==> config.mk <==
export PLATFORM = sky130hd
export DESIGN_NAME = cpu_interrupt_section
export DESIGN_NICKNAME = d
export VERILOG_FILES = /design/src/pkg/cpu_int_pkg.sv /design/src/hw/cpu_interrupt_section.sv
export SDC_FILE = /design/constraint.sdc
export NUM_CORES = 1
export LEC_CHECK = 0
export BUFFER_PORTS_ARGS = -buffer_cell sky130_fd_sc_hd__buf_2
export CORE_UTILIZATION = 52
export DETAILED_ROUTE_END_ITERATION = 10
export GPL_TIMING_DRIVEN = 0
export PLACE_DENSITY = 0.84
export SKIP_CTS_REPAIR_TIMING = 1
export SLEW_MARGIN = 10
export SYNTH_ARGS = -nofsm -noshare
export SYNTH_HDL_FRONTEND = slang
export SYNTH_SLANG_ARGS = --single-unit
==> constraint.sdc <==
create_clock -name ref_clk -period 7.75 [get_ports ref_clk]
set_input_delay 0.3875 -clock ref_clk [delete_from_list [all_inputs] [get_ports ref_clk]]
set_output_delay 0.3875 -clock ref_clk [all_outputs]
set_load 0.01 [all_outputs]
==> src/pkg/cpu_int_pkg.sv <==
package cpu_int_pkg;

    // Positions in the interrupt state register
    localparam int HALT_BIT = 31;
    localparam int SERIAL_BIT = 30;
    localparam int ERROR_BIT = 29;
    localparam int PERF_BIT = 28;
    localparam int SOFT_BIT = 27;
    localparam int DEV3_BIT = 26;
    localparam int DEV2_BIT = 25;
    localparam int TIMER_BIT = 24;
    localparam int DEV1_BIT = 23;
    localparam int DEV0_BIT = 22;
    localparam int CODE_LSB = 16;
    localparam int CODE_MSB = 20;
    localparam int SW_LSB = 1;
    localparam int SW_MSB = 15;

    // Interrupt codes; equal to the request level except for the timer
    localparam logic [4:0] HALT_CODE = 5'h1f;
    localparam logic [4:0] SERIAL_CODE = 5'h18;
    localparam logic [4:0] ERROR_CODE = 5'h1d;
    localparam logic [4:0] PERF_CODE = 5'h1b;
    localparam logic [4:0] SOFT_CODE = 5'h1a;
    localparam logic [4:0] DEV3_CODE = 5'h17;
    localparam logic [4:0] DEV2_CODE = 5'h16;
    localparam logic [4:0] DEV1_CODE = 5'h15;
    localparam logic [4:0] DEV0_CODE = 5'h14;
    localparam logic [4:0] TIMER_CODE = 5'h1c;
    localparam logic [4:0] TIMER_LEVEL = 5'h16;
    localparam logic [4:0] NO_CODE = 5'h00;

    // Microtest select code that routes the pending signal onto the microtest bus
    localparam logic [3:0] UTEST_PENDING_SEL = 4'h3;
    localparam int UTEST_WIDTH = 4;

    localparam logic [31:0] READ_RESET = 32'h0000_0000;
    localparam logic [14:0] SW_RESET = 15'h0000;

    typedef struct packed {
        logic valid;
        logic halt;
        logic [4:0] level;
        logic [4:0] code;
    } encode_type;

endpackage : cpu_int_pkg

==> src/hw/cpu_interrupt_section.sv <==
// Summary of operation
// - Internal hard, soft and timer events set flops 29, 27, 24; write 1 clears.
// - Performance monitor event sets flop 28; microcode writing 1 clears it.
// - Software bits 15..1 load from write bus; zeros drop their requests.
// - Bit 0 absent; timer request at bit 24 feeds encoder ungated.
// - Bits 31..22 and 15..1 feed encoder; software bits readable on bus.
// - Priority-encode pending bits into one request level and one code.
// - Pending raised when level above priority input, or halt always.
// - Pending drives microsequencer and is selectable on the microtest bus.
// - State read places code in bits 20..16 beside software bits.
// - Code equals level except timer: level 16 hex, code 1C hex.
// - Fixed source to bit and code mapping for all hardware sources.
// - Device lines never cleared by write; software clear 0; others clear 1.
// - Code reads 00 when nothing pending or top non-halt request not above priority level.
// - Software bits are read-write and zero after reset.
// - Code field is read-only; writes to it are ignored.
// - Writing 1 to bit 24 clears timer request; 0 does nothing.
// - Writing 1 to bit 28 clears performance request; 0 does nothing.
// - Bits 30, 28, 27, 24 always read as zero.
// - Six external request inputs pass a two-flop synchroniser.
// - Device line 2 beats the interval timer at level 16 hex.
`timescale 1ns/100ps

module cpu_interrupt_section (
    input wire logic ref_clk,
    input wire logic rst,
    input wire logic haltReq,
    input wire logic errorReq,
    input wire logic [3:0] deviceReq,
    input wire logic cacheHardErr,
    input wire logic serialLineReq,
    input wire logic cacheSoftErr,
    input wire logic instrSoftErr,
    input wire logic memSoftErr,
    input wire logic intervalTimerReq,
    input wire logic perfMonitorReq,
    input wire logic [4:0] processorStatusLevel,
    input wire logic stateWriteSelect,
    input wire logic diagStateWrite,
    input wire logic [31:0] writeDataBus,
    input wire logic stateReadSelect,
    input wire logic [cpu_int_pkg::UTEST_WIDTH-1:0] microtestSelect,
    output logic [31:0] operandReadBus,
    output logic interruptPending,
    output logic microtestBus
);
    import cpu_int_pkg::*;

    typedef struct packed {
        logic [5:0] syncFirst;
        logic [5:0] syncSecond;
        logic haltFlag;
        logic serialFlag;
        logic errorFlag;
        logic perfFlag;
        logic softFlag;
        logic timerFlag;
        logic [3:0] deviceLatch;
        logic [14:0] softwareRequestBits;
        logic [31:0] readData;
        logic pending;
        logic microtest;
    } state_type;

    state_type state;
    state_type next_state;
    logic [31:0] clearMask;
    logic [31:0] interruptStateReg;
    encode_type encoded;
    logic granted;

    // Lowest priority first; each later hit overrides, so the last one stands
    function automatic encode_type encode(input logic [31:0] interrupt_state_reg);
        encode_type r;
        r = '{valid: 1'b0, halt: 1'b0, level: NO_CODE, code: NO_CODE};
        for (int i = SW_LSB; i <= SW_MSB; i++) begin
            if (interrupt_state_reg[i]) begin
                r = '{valid: 1'b1, halt: 1'b0, level: 5'(i), code: 5'(i)};
            end
        end
        if (interrupt_state_reg[DEV0_BIT]) begin
            r = '{valid: 1'b1, halt: 1'b0, level: DEV0_CODE, code: DEV0_CODE};
        end
        if (interrupt_state_reg[DEV1_BIT]) begin
            r = '{valid: 1'b1, halt: 1'b0, level: DEV1_CODE, code: DEV1_CODE};
        end
        // Timer code differs from its level
        if (interrupt_state_reg[TIMER_BIT]) begin
            r = '{valid: 1'b1, halt: 1'b0, level: TIMER_LEVEL, code: TIMER_CODE};
        end
        // Device line 2 placed after the timer so it wins the shared level
        if (interrupt_state_reg[DEV2_BIT]) begin
            r = '{valid: 1'b1, halt: 1'b0, level: DEV2_CODE, code: DEV2_CODE};
        end
        if (interrupt_state_reg[DEV3_BIT]) begin
            r = '{valid: 1'b1, halt: 1'b0, level: DEV3_CODE, code: DEV3_CODE};
        end
        if (interrupt_state_reg[SERIAL_BIT]) begin
            r = '{valid: 1'b1, halt: 1'b0, level: SERIAL_CODE, code: SERIAL_CODE};
        end
        if (interrupt_state_reg[SOFT_BIT]) begin
            r = '{valid: 1'b1, halt: 1'b0, level: SOFT_CODE, code: SOFT_CODE};
        end
        if (interrupt_state_reg[PERF_BIT]) begin
            r = '{valid: 1'b1, halt: 1'b0, level: PERF_CODE, code: PERF_CODE};
        end
        if (interrupt_state_reg[ERROR_BIT]) begin
            r = '{valid: 1'b1, halt: 1'b0, level: ERROR_CODE, code: ERROR_CODE};
        end
        if (interrupt_state_reg[HALT_BIT]) begin
            r = '{valid: 1'b1, halt: 1'b1, level: HALT_CODE, code: HALT_CODE};
        end
        return r;
    endfunction : encode

    always_comb begin
        next_state = state;
        // Diagnostic path reaches only the write-one-to-clear bits
        clearMask = (stateWriteSelect || diagStateWrite)
            ? writeDataBus : 32'h0000_0000;

        next_state.syncFirst = {haltReq, errorReq, deviceReq};
        next_state.syncSecond = state.syncFirst;

        // New events win over a clear in the same cycle
        next_state.haltFlag = state.syncSecond[5]
            | (state.haltFlag & ~clearMask[HALT_BIT]);
        next_state.errorFlag = state.syncSecond[4] | cacheHardErr
            | (state.errorFlag & ~clearMask[ERROR_BIT]);
        next_state.serialFlag = serialLineReq
            | (state.serialFlag & ~clearMask[SERIAL_BIT]);
        next_state.softFlag = cacheSoftErr | instrSoftErr | memSoftErr
            | (state.softFlag & ~clearMask[SOFT_BIT]);
        next_state.timerFlag = intervalTimerReq
            | (state.timerFlag & ~clearMask[TIMER_BIT]);
        next_state.perfFlag = perfMonitorReq
            | (state.perfFlag & ~clearMask[PERF_BIT]);

        // Device latches are level followers; no write reaches them
        next_state.deviceLatch = state.syncSecond[3:0];

        // Only bits 15..1 are stored; the code field and clear bits are dropped
        if (stateWriteSelect) begin
            next_state.softwareRequestBits = writeDataBus[SW_MSB:SW_LSB];
        end

        interruptStateReg = 32'h0000_0000;
        interruptStateReg[HALT_BIT] = state.haltFlag;
        interruptStateReg[SERIAL_BIT] = state.serialFlag;
        interruptStateReg[ERROR_BIT] = state.errorFlag;
        interruptStateReg[PERF_BIT] = state.perfFlag;
        interruptStateReg[SOFT_BIT] = state.softFlag;
        interruptStateReg[DEV3_BIT] = state.deviceLatch[3];
        interruptStateReg[DEV2_BIT] = state.deviceLatch[2];
        interruptStateReg[TIMER_BIT] = state.timerFlag;
        interruptStateReg[DEV1_BIT] = state.deviceLatch[1];
        interruptStateReg[DEV0_BIT] = state.deviceLatch[0];
        interruptStateReg[SW_MSB:SW_LSB] = state.softwareRequestBits;

        encoded = encode(interruptStateReg);
        granted = encoded.valid
            && (encoded.halt || (encoded.level > processorStatusLevel));
        next_state.pending = granted;
        next_state.microtest = (microtestSelect == UTEST_PENDING_SEL) && granted;

        // Only the code and software bits appear; clear bits read as zero
        next_state.readData = READ_RESET;
        if (stateReadSelect) begin
            next_state.readData[CODE_MSB:CODE_LSB] = granted ? encoded.code
                : NO_CODE;
            next_state.readData[SW_MSB:SW_LSB] = state.softwareRequestBits;
        end
    end

    always_ff @(posedge ref_clk) begin
        if (rst) begin
            state <= '{syncFirst: 6'h00, syncSecond: 6'h00, haltFlag: 1'b0,
                serialFlag: 1'b0, errorFlag: 1'b0, perfFlag: 1'b0, softFlag: 1'b0,
                timerFlag: 1'b0, deviceLatch: 4'h0, softwareRequestBits: SW_RESET,
                readData: READ_RESET, pending: 1'b0, microtest: 1'b0};
        end else begin
            state <= next_state;
        end
    end

    assign operandReadBus = state.readData;
    assign interruptPending = state.pending;
    assign microtestBus = state.microtest;

    timerClear_a: assert property (@(posedge ref_clk) disable iff (rst)
        (stateWriteSelect && writeDataBus[TIMER_BIT] && !intervalTimerReq)
        |=> !state.timerFlag)
        else $error("timer request not cleared by write of one");

    perfSticky_a: assert property (@(posedge ref_clk) disable iff (rst)
        (state.perfFlag && !perfMonitorReq && !stateWriteSelect && !diagStateWrite)
        |=> state.perfFlag)
        else $error("performance request lost without a clear");

    swLoad_a: assert property (@(posedge ref_clk) disable iff (rst)
        stateWriteSelect |=> state.softwareRequestBits == $past(writeDataBus[SW_MSB:SW_LSB]))
        else $error("software bits not loaded from write bus");

    diagKeepsSw_a: assert property (@(posedge ref_clk) disable iff (rst)
        (diagStateWrite && !stateWriteSelect) |=> $stable(state.softwareRequestBits))
        else $error("diagnostic write changed software bits");

    clearBitsZero_a: assert property (@(posedge ref_clk) disable iff (rst)
        ##1 (operandReadBus[SERIAL_BIT] == 1'b0 && operandReadBus[PERF_BIT] == 1'b0
        && operandReadBus[SOFT_BIT] == 1'b0 && operandReadBus[TIMER_BIT] == 1'b0))
        else $error("write-one-to-clear bit read as one");

    haltPending_a: assert property (@(posedge ref_clk) disable iff (rst)
        state.haltFlag |=> interruptPending)
        else $error("halt request did not raise pending");

    codeZero_a: assert property (@(posedge ref_clk) disable iff (rst)
        (stateReadSelect && !granted) |=> operandReadBus[CODE_MSB:CODE_LSB] == NO_CODE)
        else $error("nonzero code with nothing above priority level");

    timerCode_a: assert property (@(posedge ref_clk) disable iff (rst)
        (stateReadSelect && granted && interruptStateReg[31:25] == 7'h00
        && state.timerFlag) |=> operandReadBus[CODE_MSB:CODE_LSB] == TIMER_CODE)
        else $error("timer reported wrong code");

    haltSync_a: assert property (@(posedge ref_clk) disable iff (rst)
        haltReq [*3] |=> state.haltFlag)
        else $error("halt line not latched after two-flop delay");

    deviceFollow_a: assert property (@(posedge ref_clk) disable iff (rst)
        ##1 state.deviceLatch == $past(state.syncSecond[3:0]))
        else $error("device latch does not follow synchronised line");

    serialClear_a: assert property (@(posedge ref_clk) disable iff (rst)
        (stateWriteSelect && writeDataBus[SERIAL_BIT] && !serialLineReq) |=> !state.serialFlag)
        else $error("serial request not cleared by write of one");

    softClear_a: assert property (@(posedge ref_clk) disable iff (rst)
        (stateWriteSelect && writeDataBus[SOFT_BIT] && !(cacheSoftErr || instrSoftErr
        || memSoftErr)) |=> !state.softFlag)
        else $error("soft error request not cleared by write of one");

    perfClear_a: assert property (@(posedge ref_clk) disable iff (rst)
        (stateWriteSelect && writeDataBus[PERF_BIT] && !perfMonitorReq) |=> !state.perfFlag)
        else $error("performance request not cleared by write of one");

    perfSet_a: assert property (@(posedge ref_clk) disable iff (rst)
        perfMonitorReq |=> state.perfFlag)
        else $error("performance event did not set its request");

    timerSet_a: assert property (@(posedge ref_clk) disable iff (rst)
        intervalTimerReq |=> state.timerFlag)
        else $error("timer event did not set its request");

    softSet_a: assert property (@(posedge ref_clk) disable iff (rst)
        (cacheSoftErr || instrSoftErr || memSoftErr) |=> state.softFlag)
        else $error("soft error event did not set its request");

    errorSet_a: assert property (@(posedge ref_clk) disable iff (rst)
        cacheHardErr |=> state.errorFlag)
        else $error("hard error event did not set the error request");

    timerSticky_a: assert property (@(posedge ref_clk) disable iff (rst)
        (state.timerFlag && !((stateWriteSelect || diagStateWrite) && writeDataBus[TIMER_BIT]))
        |=> state.timerFlag)
        else $error("timer request lost without a clear");

    swHold_a: assert property (@(posedge ref_clk) disable iff (rst)
        !stateWriteSelect |=> $stable(state.softwareRequestBits))
        else $error("software bits changed without a write");

    haltClear_a: assert property (@(posedge ref_clk) disable iff (rst)
        (stateWriteSelect && writeDataBus[HALT_BIT] && !state.syncSecond[5])
        |=> !state.haltFlag)
        else $error("halt request not cleared by write of one");

    softPending_a: assert property (@(posedge ref_clk) disable iff (rst)
        (interruptStateReg[31:16] == 16'h0000 && state.softwareRequestBits[SW_MSB - SW_LSB]
        && processorStatusLevel < 5'(SW_MSB)) |=> interruptPending)
        else $error("software request above priority level not pending");

    noPendingLow_a: assert property (@(posedge ref_clk) disable iff (rst)
        (!state.haltFlag && processorStatusLevel == HALT_CODE) |=> !interruptPending)
        else $error("pending raised at top priority level without halt");

    idleNoPending_a: assert property (@(posedge ref_clk) disable iff (rst)
        interruptStateReg == 32'h0000_0000 |=> !interruptPending)
        else $error("pending raised with no request");

    readIdle_a: assert property (@(posedge ref_clk) disable iff (rst)
        !stateReadSelect |=> operandReadBus == READ_RESET)
        else $error("read bus not idle without a read");

    readSw_a: assert property (@(posedge ref_clk) disable iff (rst)
        stateReadSelect |=> operandReadBus[SW_MSB:SW_LSB] == $past(state.softwareRequestBits))
        else $error("software bits not returned on read");

    unusedZero_a: assert property (@(posedge ref_clk) disable iff (rst)
        ##1 (operandReadBus[0] == 1'b0 && operandReadBus[31:21] == 11'h000))
        else $error("unused read bit read as one");

    utestIdle_a: assert property (@(posedge ref_clk) disable iff (rst)
        microtestSelect != UTEST_PENDING_SEL |=> !microtestBus)
        else $error("microtest bus driven without its select");

    utestPending_a: assert property (@(posedge ref_clk) disable iff (rst)
        microtestSelect == UTEST_PENDING_SEL |=> microtestBus == interruptPending)
        else $error("microtest bus does not show pending");

    devTwoWins_a: assert property (@(posedge ref_clk) disable iff (rst)
        (stateReadSelect && interruptStateReg[31:26] == 6'h00 && state.deviceLatch[2]
        && state.timerFlag && processorStatusLevel < DEV2_CODE)
        |=> operandReadBus[CODE_MSB:CODE_LSB] == DEV2_CODE)
        else $error("timer beat device line 2 at shared level");

    haltCode_a: assert property (@(posedge ref_clk) disable iff (rst)
        (stateReadSelect && state.haltFlag) |=> operandReadBus[CODE_MSB:CODE_LSB] == HALT_CODE)
        else $error("halt reported wrong code");

endmodule : cpu_interrupt_section

## After elaboration in Yosys (flattened, before gate mapping)

Cells that the tools add are included.

| storage, ports and cells | value |
|---|---|
| bits in registers | 71 |
| input port bits | 59 |
| output and inout port bits | 34 |

| cells by class | value |
|---|---|
| mux-type cells | 26 |
| magnitude comparators | 1 |
| bitwise gates (word level) | 23 |
| reductions and logical operators | 6 |
| equal/unequal tests | 1 |

Operator list:

| operator | number |
|---|---|
| 2-to-1 mux 12 bit | 25 |
| 2-to-1 mux 32 bit | 1 |
| OR 1 bit | 9 |
| NOT 1 bit | 8 |
| AND 1 bit | 6 |
| > comparator 5 bit | 1 |
| equality test 4 x 2 -> 1 bit (second input constant) | 1 |
| OR reduction 3 bit | 1 |
| logical AND 1 bit | 2 |
| logical OR 1 bit | 2 |
| OR reduction 2 bit | 1 |

## Depth between registers and ports, before layout

| depth | value |
|---|---|
| word-level depth | 30 |
| depth in mapped cells | 11 |

## Least setup slack after synthesis

Ideal clock, no wire load.

| timing path | value |
|---|---|
| path kind | register to register |
| start | register state (netlist bit interruptStateReg[4]) |
| end | register state (netlist bit operandReadBus[16]) |
| stages on the path, launching flop included | 11 |
| data arrival time | 2422 ps |
| period minus slack after synthesis | 2483 ps |
| slack | 5267 ps |
| buffers on the path | 0 |
| data required time | 7689 ps |
| cells stage by stage | dfxtp_1 or4_4 nand2_1 nand4_1 a211o_1 ha_1 and4b_1 a31oi_1 o21ai_1 a31o_4 and4b_1 |

| between the ends | value |
|---|---|
| word-level cells in the longest chain between the ends | 27 |

RTL lines:

| what | line | text |
|---|---|---|
| from (decl) | cpu_interrupt_section.sv:65 | `state_type state;` |
| from (signal assigned) | cpu_interrupt_section.sv:177 | `state <= '{syncFirst: 6'h00, syncSecond: 6'h00, haltFlag: 1'b0,` |
| from (signal assigned) | cpu_interrupt_section.sv:182 | `state <= next_state;` |
| 2-to-1 mux 12 bit (*) (12 in series) | cpu_interrupt_section.sv:77 | `if (interrupt_state_reg[i]) begin` |
| 2-to-1 mux 12 bit (*) | cpu_interrupt_section.sv:81 | `if (interrupt_state_reg[DEV0_BIT]) begin` |
| 2-to-1 mux 12 bit (*) | cpu_interrupt_section.sv:84 | `if (interrupt_state_reg[DEV1_BIT]) begin` |
| 2-to-1 mux 12 bit (*) | cpu_interrupt_section.sv:88 | `if (interrupt_state_reg[TIMER_BIT]) begin` |
| 2-to-1 mux 12 bit (*) | cpu_interrupt_section.sv:92 | `if (interrupt_state_reg[DEV2_BIT]) begin` |
| 2-to-1 mux 12 bit (*) | cpu_interrupt_section.sv:95 | `if (interrupt_state_reg[DEV3_BIT]) begin` |
| 2-to-1 mux 12 bit (*) | cpu_interrupt_section.sv:98 | `if (interrupt_state_reg[SERIAL_BIT]) begin` |
| 2-to-1 mux 12 bit (*) | cpu_interrupt_section.sv:101 | `if (interrupt_state_reg[SOFT_BIT]) begin` |
| 2-to-1 mux 12 bit (*) | cpu_interrupt_section.sv:104 | `if (interrupt_state_reg[PERF_BIT]) begin` |
| 2-to-1 mux 12 bit (*) | cpu_interrupt_section.sv:107 | `if (interrupt_state_reg[ERROR_BIT]) begin` |
| 2-to-1 mux 12 bit (*) | cpu_interrupt_section.sv:110 | `if (interrupt_state_reg[HALT_BIT]) begin` |
| > comparator 5 bit | cpu_interrupt_section.sv:162 | `&& (encoded.halt \|\| (encoded.level > processorStatusLevel));` |
| logical OR 1 bit | cpu_interrupt_section.sv:162 |  |
| logical AND 1 bit | cpu_interrupt_section.sv:162 |  |
| NOT 1 bit (no source line) | - |  |
| OR reduction 3 bit (no source line) | - |  |

Every way passes the cells marked *; elsewhere a longest branch is shown, timed or not.
A chain may end at the register's enable or synchronous reset.

## Worst setup path after layout

| timing path | value |
|---|---|
| start | register state (netlist bit interruptStateReg[4]) |
| end | register state (netlist bit operandReadBus[17]) |

The elaborated chain is that of the path after synthesis.

==> key figures <==
Power
  – Tot Pwr: 0.6887 mW
  – Leakage power: 1.550 nW
  – VDD IR max: 0.0001400 V
  – Pwr Density: 222.0 nW/um^2

Clock tree
  – CTS root buf: clkbuf_8
  – Clock Path Buffers: 2
  – TritonCTS clock tree: yes
  – CTS buffer count: 9
  – H-tree Lvls: 3
  – CTS Sinks: 59
  – Clock-pin slew of the registers on the worst-case setup and hold paths: 60 ps
  – Worst-Skew Late Latency: 330 ps

Run status
  – Status: finished, final reports clean

Detailed routing
  – Initial DRC Count: 81
  – Avg Vias per Cell: 4.856
  – Post-Route WL: 4.744 mm
  – Drt wl/cell: 11.60 um
  – Residual DRC count: 0
  – First drt pass iteration count: 6
  – Detailed-route via count: 1986
  – Routed Antenna Nets: 0

Synthesis
  – Post-synth ARST share: 0%
  – Synthesized area: 2461 sq um
  – Largest family of logic cells by synthesized area: simple AND/OR/NAND/NOR gates
  – Number of synthesized flops with an enable pin: 0
  – Xor and xnor area share after synthesis: 0%
  – Multiplexer share of the synthesized area: 6.101%
  – Compound-Gate Fraction of Synth Area: 7.117%
  – Syn avg cell area: 9.394 sq um
  – Synth cell types: 39
  – Top_reg_cell synth: dfxtp_1
  – Simple-Gate Fraction of Synth Area: 23.79%
  – Synth Instances: 262
  – Adder-Cell Fraction of Synth Area: 2.542%
  – Synth warn: 0
  – Sequential area share after synthesis: 47.99%
  – Synth Register Bits: 59

STA
  – RSZ-0062 raised after global routing: no
  – Endpoints failing hold: 0
  – TNS Setup: 0 ps
  – Final period util: 36.11%
  – Least-Margin Pin Slew: 509.6 ps
  – Slew Limit Fails: 0
  – Period minus WS final: 2798 ps
  – Clk_skew: 8.427 ps
  – Fmax: 0.3574 GHz
  – Setup Viol. Count Final: 0
  – Worst slew margin: 65.15%

Min path
  – Hold Crit Class: in -> reg
  – HP Start: perfMonitorReq
  – Hold path cells: 3

Worst setup path
  – Worst Reg-to-Reg Cells: 10
  – Crit path launch: interruptStateReg[4]$_SDFFE_PP0P_
  – Crit-path cells: or4_4, nand2_1, nand4_1, a211o_1, ha_1, and4b_1, a31oi_1, o21ai_1, a31o_4, nor4_1
  – Slowest stage delay, CP: 560 ps
  – CP Data Required Time: 7970 ps
  – Crit start category: flip-flop
  – Worst setup path category: reg -> reg
  – Slowest CP cell: or4_4
  – R2R Path Start: interruptStateReg[4]$_SDFFE_PP0P_
  – Worst-path maximum fanout: 6
  – Worst path arrival time: 3020 ps
  – Crit. End Element: flip-flop

Die
  – Die height: 70.80 um
  – Initial Utilization: 55.38%
  – Core ar.: 4444 sq um
  – Core Rows: 24
  – Die area: 5012 sq um
  – Die W: 70.80 um
  – # IOs: 93

Layout
  – Nets: 416
  – Final core occ: 69.79%
  – Diodes inserted: 0
  – Filler instances: 360
  – Fin cells: 409
  – Final Instance Area: 3102 sq um
  – Proportion of layout cells with a drive suffix above 1: 35.01%
  – Area growth syn-to-layout: 26.03%

Global route
  – Grt ovf: 0
  – Vias in the first global route: 1856
  – First-pass GRT wire length: 7.810 mm
  – Gr usage total: 20.72%
  – Number of antenna violations at the first check in global routing: 0
  – Largest net degree at the start of global routing: 11

Placed design
  – Placed cell count: 393
  – I/O Buffers: 68
  – Placed cell area: 2908 sq um
  – Routability cong.: 0.8583
  – HPWL after detailed placement: 3.568 mm

Job
  – Max Cap Violations: 0
Yosys cell counts (all sizes together), types with 2 or more instances:
| library cell | n | share of area [%] |
|---|---|---|
| dfxtp | 59 | 48 |
| nor2 | 38 | 5.8 |
| buf | 34 | 10 |
| nor2b | 17 | 4.3 |
| mux2i | 15 | 6.1 |
| and2 | 13 | 3.3 |
| nor3 | 10 | 2.5 |
| a21oi | 9 | 1.8 |
| nand2 | 9 | 1.4 |
| inv | 8 | 1.2 |
| clkbuf | 6 | 0.92 |
| nor4 | 6 | 1.8 |
| o21ai | 6 | 1.2 |
| ha | 5 | 2.5 |
| nand2b | 4 | 1.0 |
| a211oi | 3 | 0.92 |
| and4b | 2 | 0.81 |
| or3 | 2 | 0.71 |
layout make-up:
type | count | area, sq um | share of cell area (%)
buffer | 40 | 272.8 | 8.794
multi-input combinational | 166 | 1018 | 32.84
sequential | 59 | 1181 | 38.08
tap | 52 | 65.06 | 2.098
timing repair buffer | 68 | 340.3 | 10.97
clock buffer | 11 | 141.4 | 4.558
clock inverter | 5 | 52.55 | 1.694
inverter | 8 | 30.03 | 0.9681
worst paths after layout:
path / endpoint / slack [ps]
worst max register to register: operandReadBus[17]$_SDFF_PP0_ / 4950
worst max-delay path: operandReadBus[17]$_SDFF_PP0_ / 4950
worst min register to register: next_state[51]$_SDFF_PP0_ / 430
worst min-delay path: interruptStateReg[28]$_SDFF_PP0_ / 260
per-layer routing:
metal	global-route usage [%]	routed length [um]
met1	22.61	1961
met5	0	0
met3	7.407	268
met4	10.89	139
met2	35.36	2374
placed cells by master, fill, tap and decap left out, types with 4 or more instances in the layout:
cell type / Yosys / routed
a21oi_1: 9 / 9
clkbuf_1: 6 / 7
clkbuf_8: 0 / 10
ha_1: 5 / 5
nand2_1: 9 / 9
dfxtp_1: 59 / 59
o21ai_0: 5 / 5
conb_1: 1 / 12
nand2b_1: 4 / 4
nor3_1: 9 / 9
buf_4: 32 / 32
nor4_1: 5 / 5
mux2i_1: 15 / 15
nor2b_1: 17 / 17
buf_2: 2 / 70
inv_1: 8 / 8
nor2_1: 38 / 38
and2_1: 13 / 13
registers in the layout, indices dropped and copies added (netlist names):
| signal | count |
|---|---|
| interruptStateReg | 25 |
| operandReadBus | 20 |
| next_state | 10 |
| state | 2 |
| interruptPending | 1 |
| microtestBus | 1 |
cell families (layout without fill, tap and decap cells):
kind of cell	count (synthesis)	after routing
multiplexers	15	15
AND/OR/NAND/NOR	108	108
AO/OA/AOI/OAI	26	26
adder cells (fa/ha/maj)	5	5
buffers and inverters	48	132
flip-flops	59	59
other	1	12
worst max-delay path: cells and delay by family (launching register included):
family | cells | cell delay [ps]
and+or+nand+nor | 5 | 1210
AOI/OAI and AO/OA | 4 | 860
DFF | 1 | 350
adders and majority gates | 1 | 280
where the power goes:
part	total (mW)	leakage [nW]	switching (mW)	internal (mW)
Combinational	0.0925	0.966	0.0447	0.0478
Clock	0.267	0.0991	0.111	0.155
Sequential	0.330	0.485	0.0117	0.318
Total	0.689	1.55	0.168	0.521
through the flow:
| step | worst slack, ps | hold WS, ps |
|---|---|---|
| 2_1_floorplan | 5267 | 413.0 |
| 3_3_place_gp | 5005 | 416.0 |
| 3_5_place_dp | 5013 | 420.4 |
| 4_1_cts | 4967 | 255.2 |
| 5_1_grt | 4865 | 256.1 |
| 6_report | 4952 | 261.2 |
Note: power is estimated with default switching activity, not from simulation.
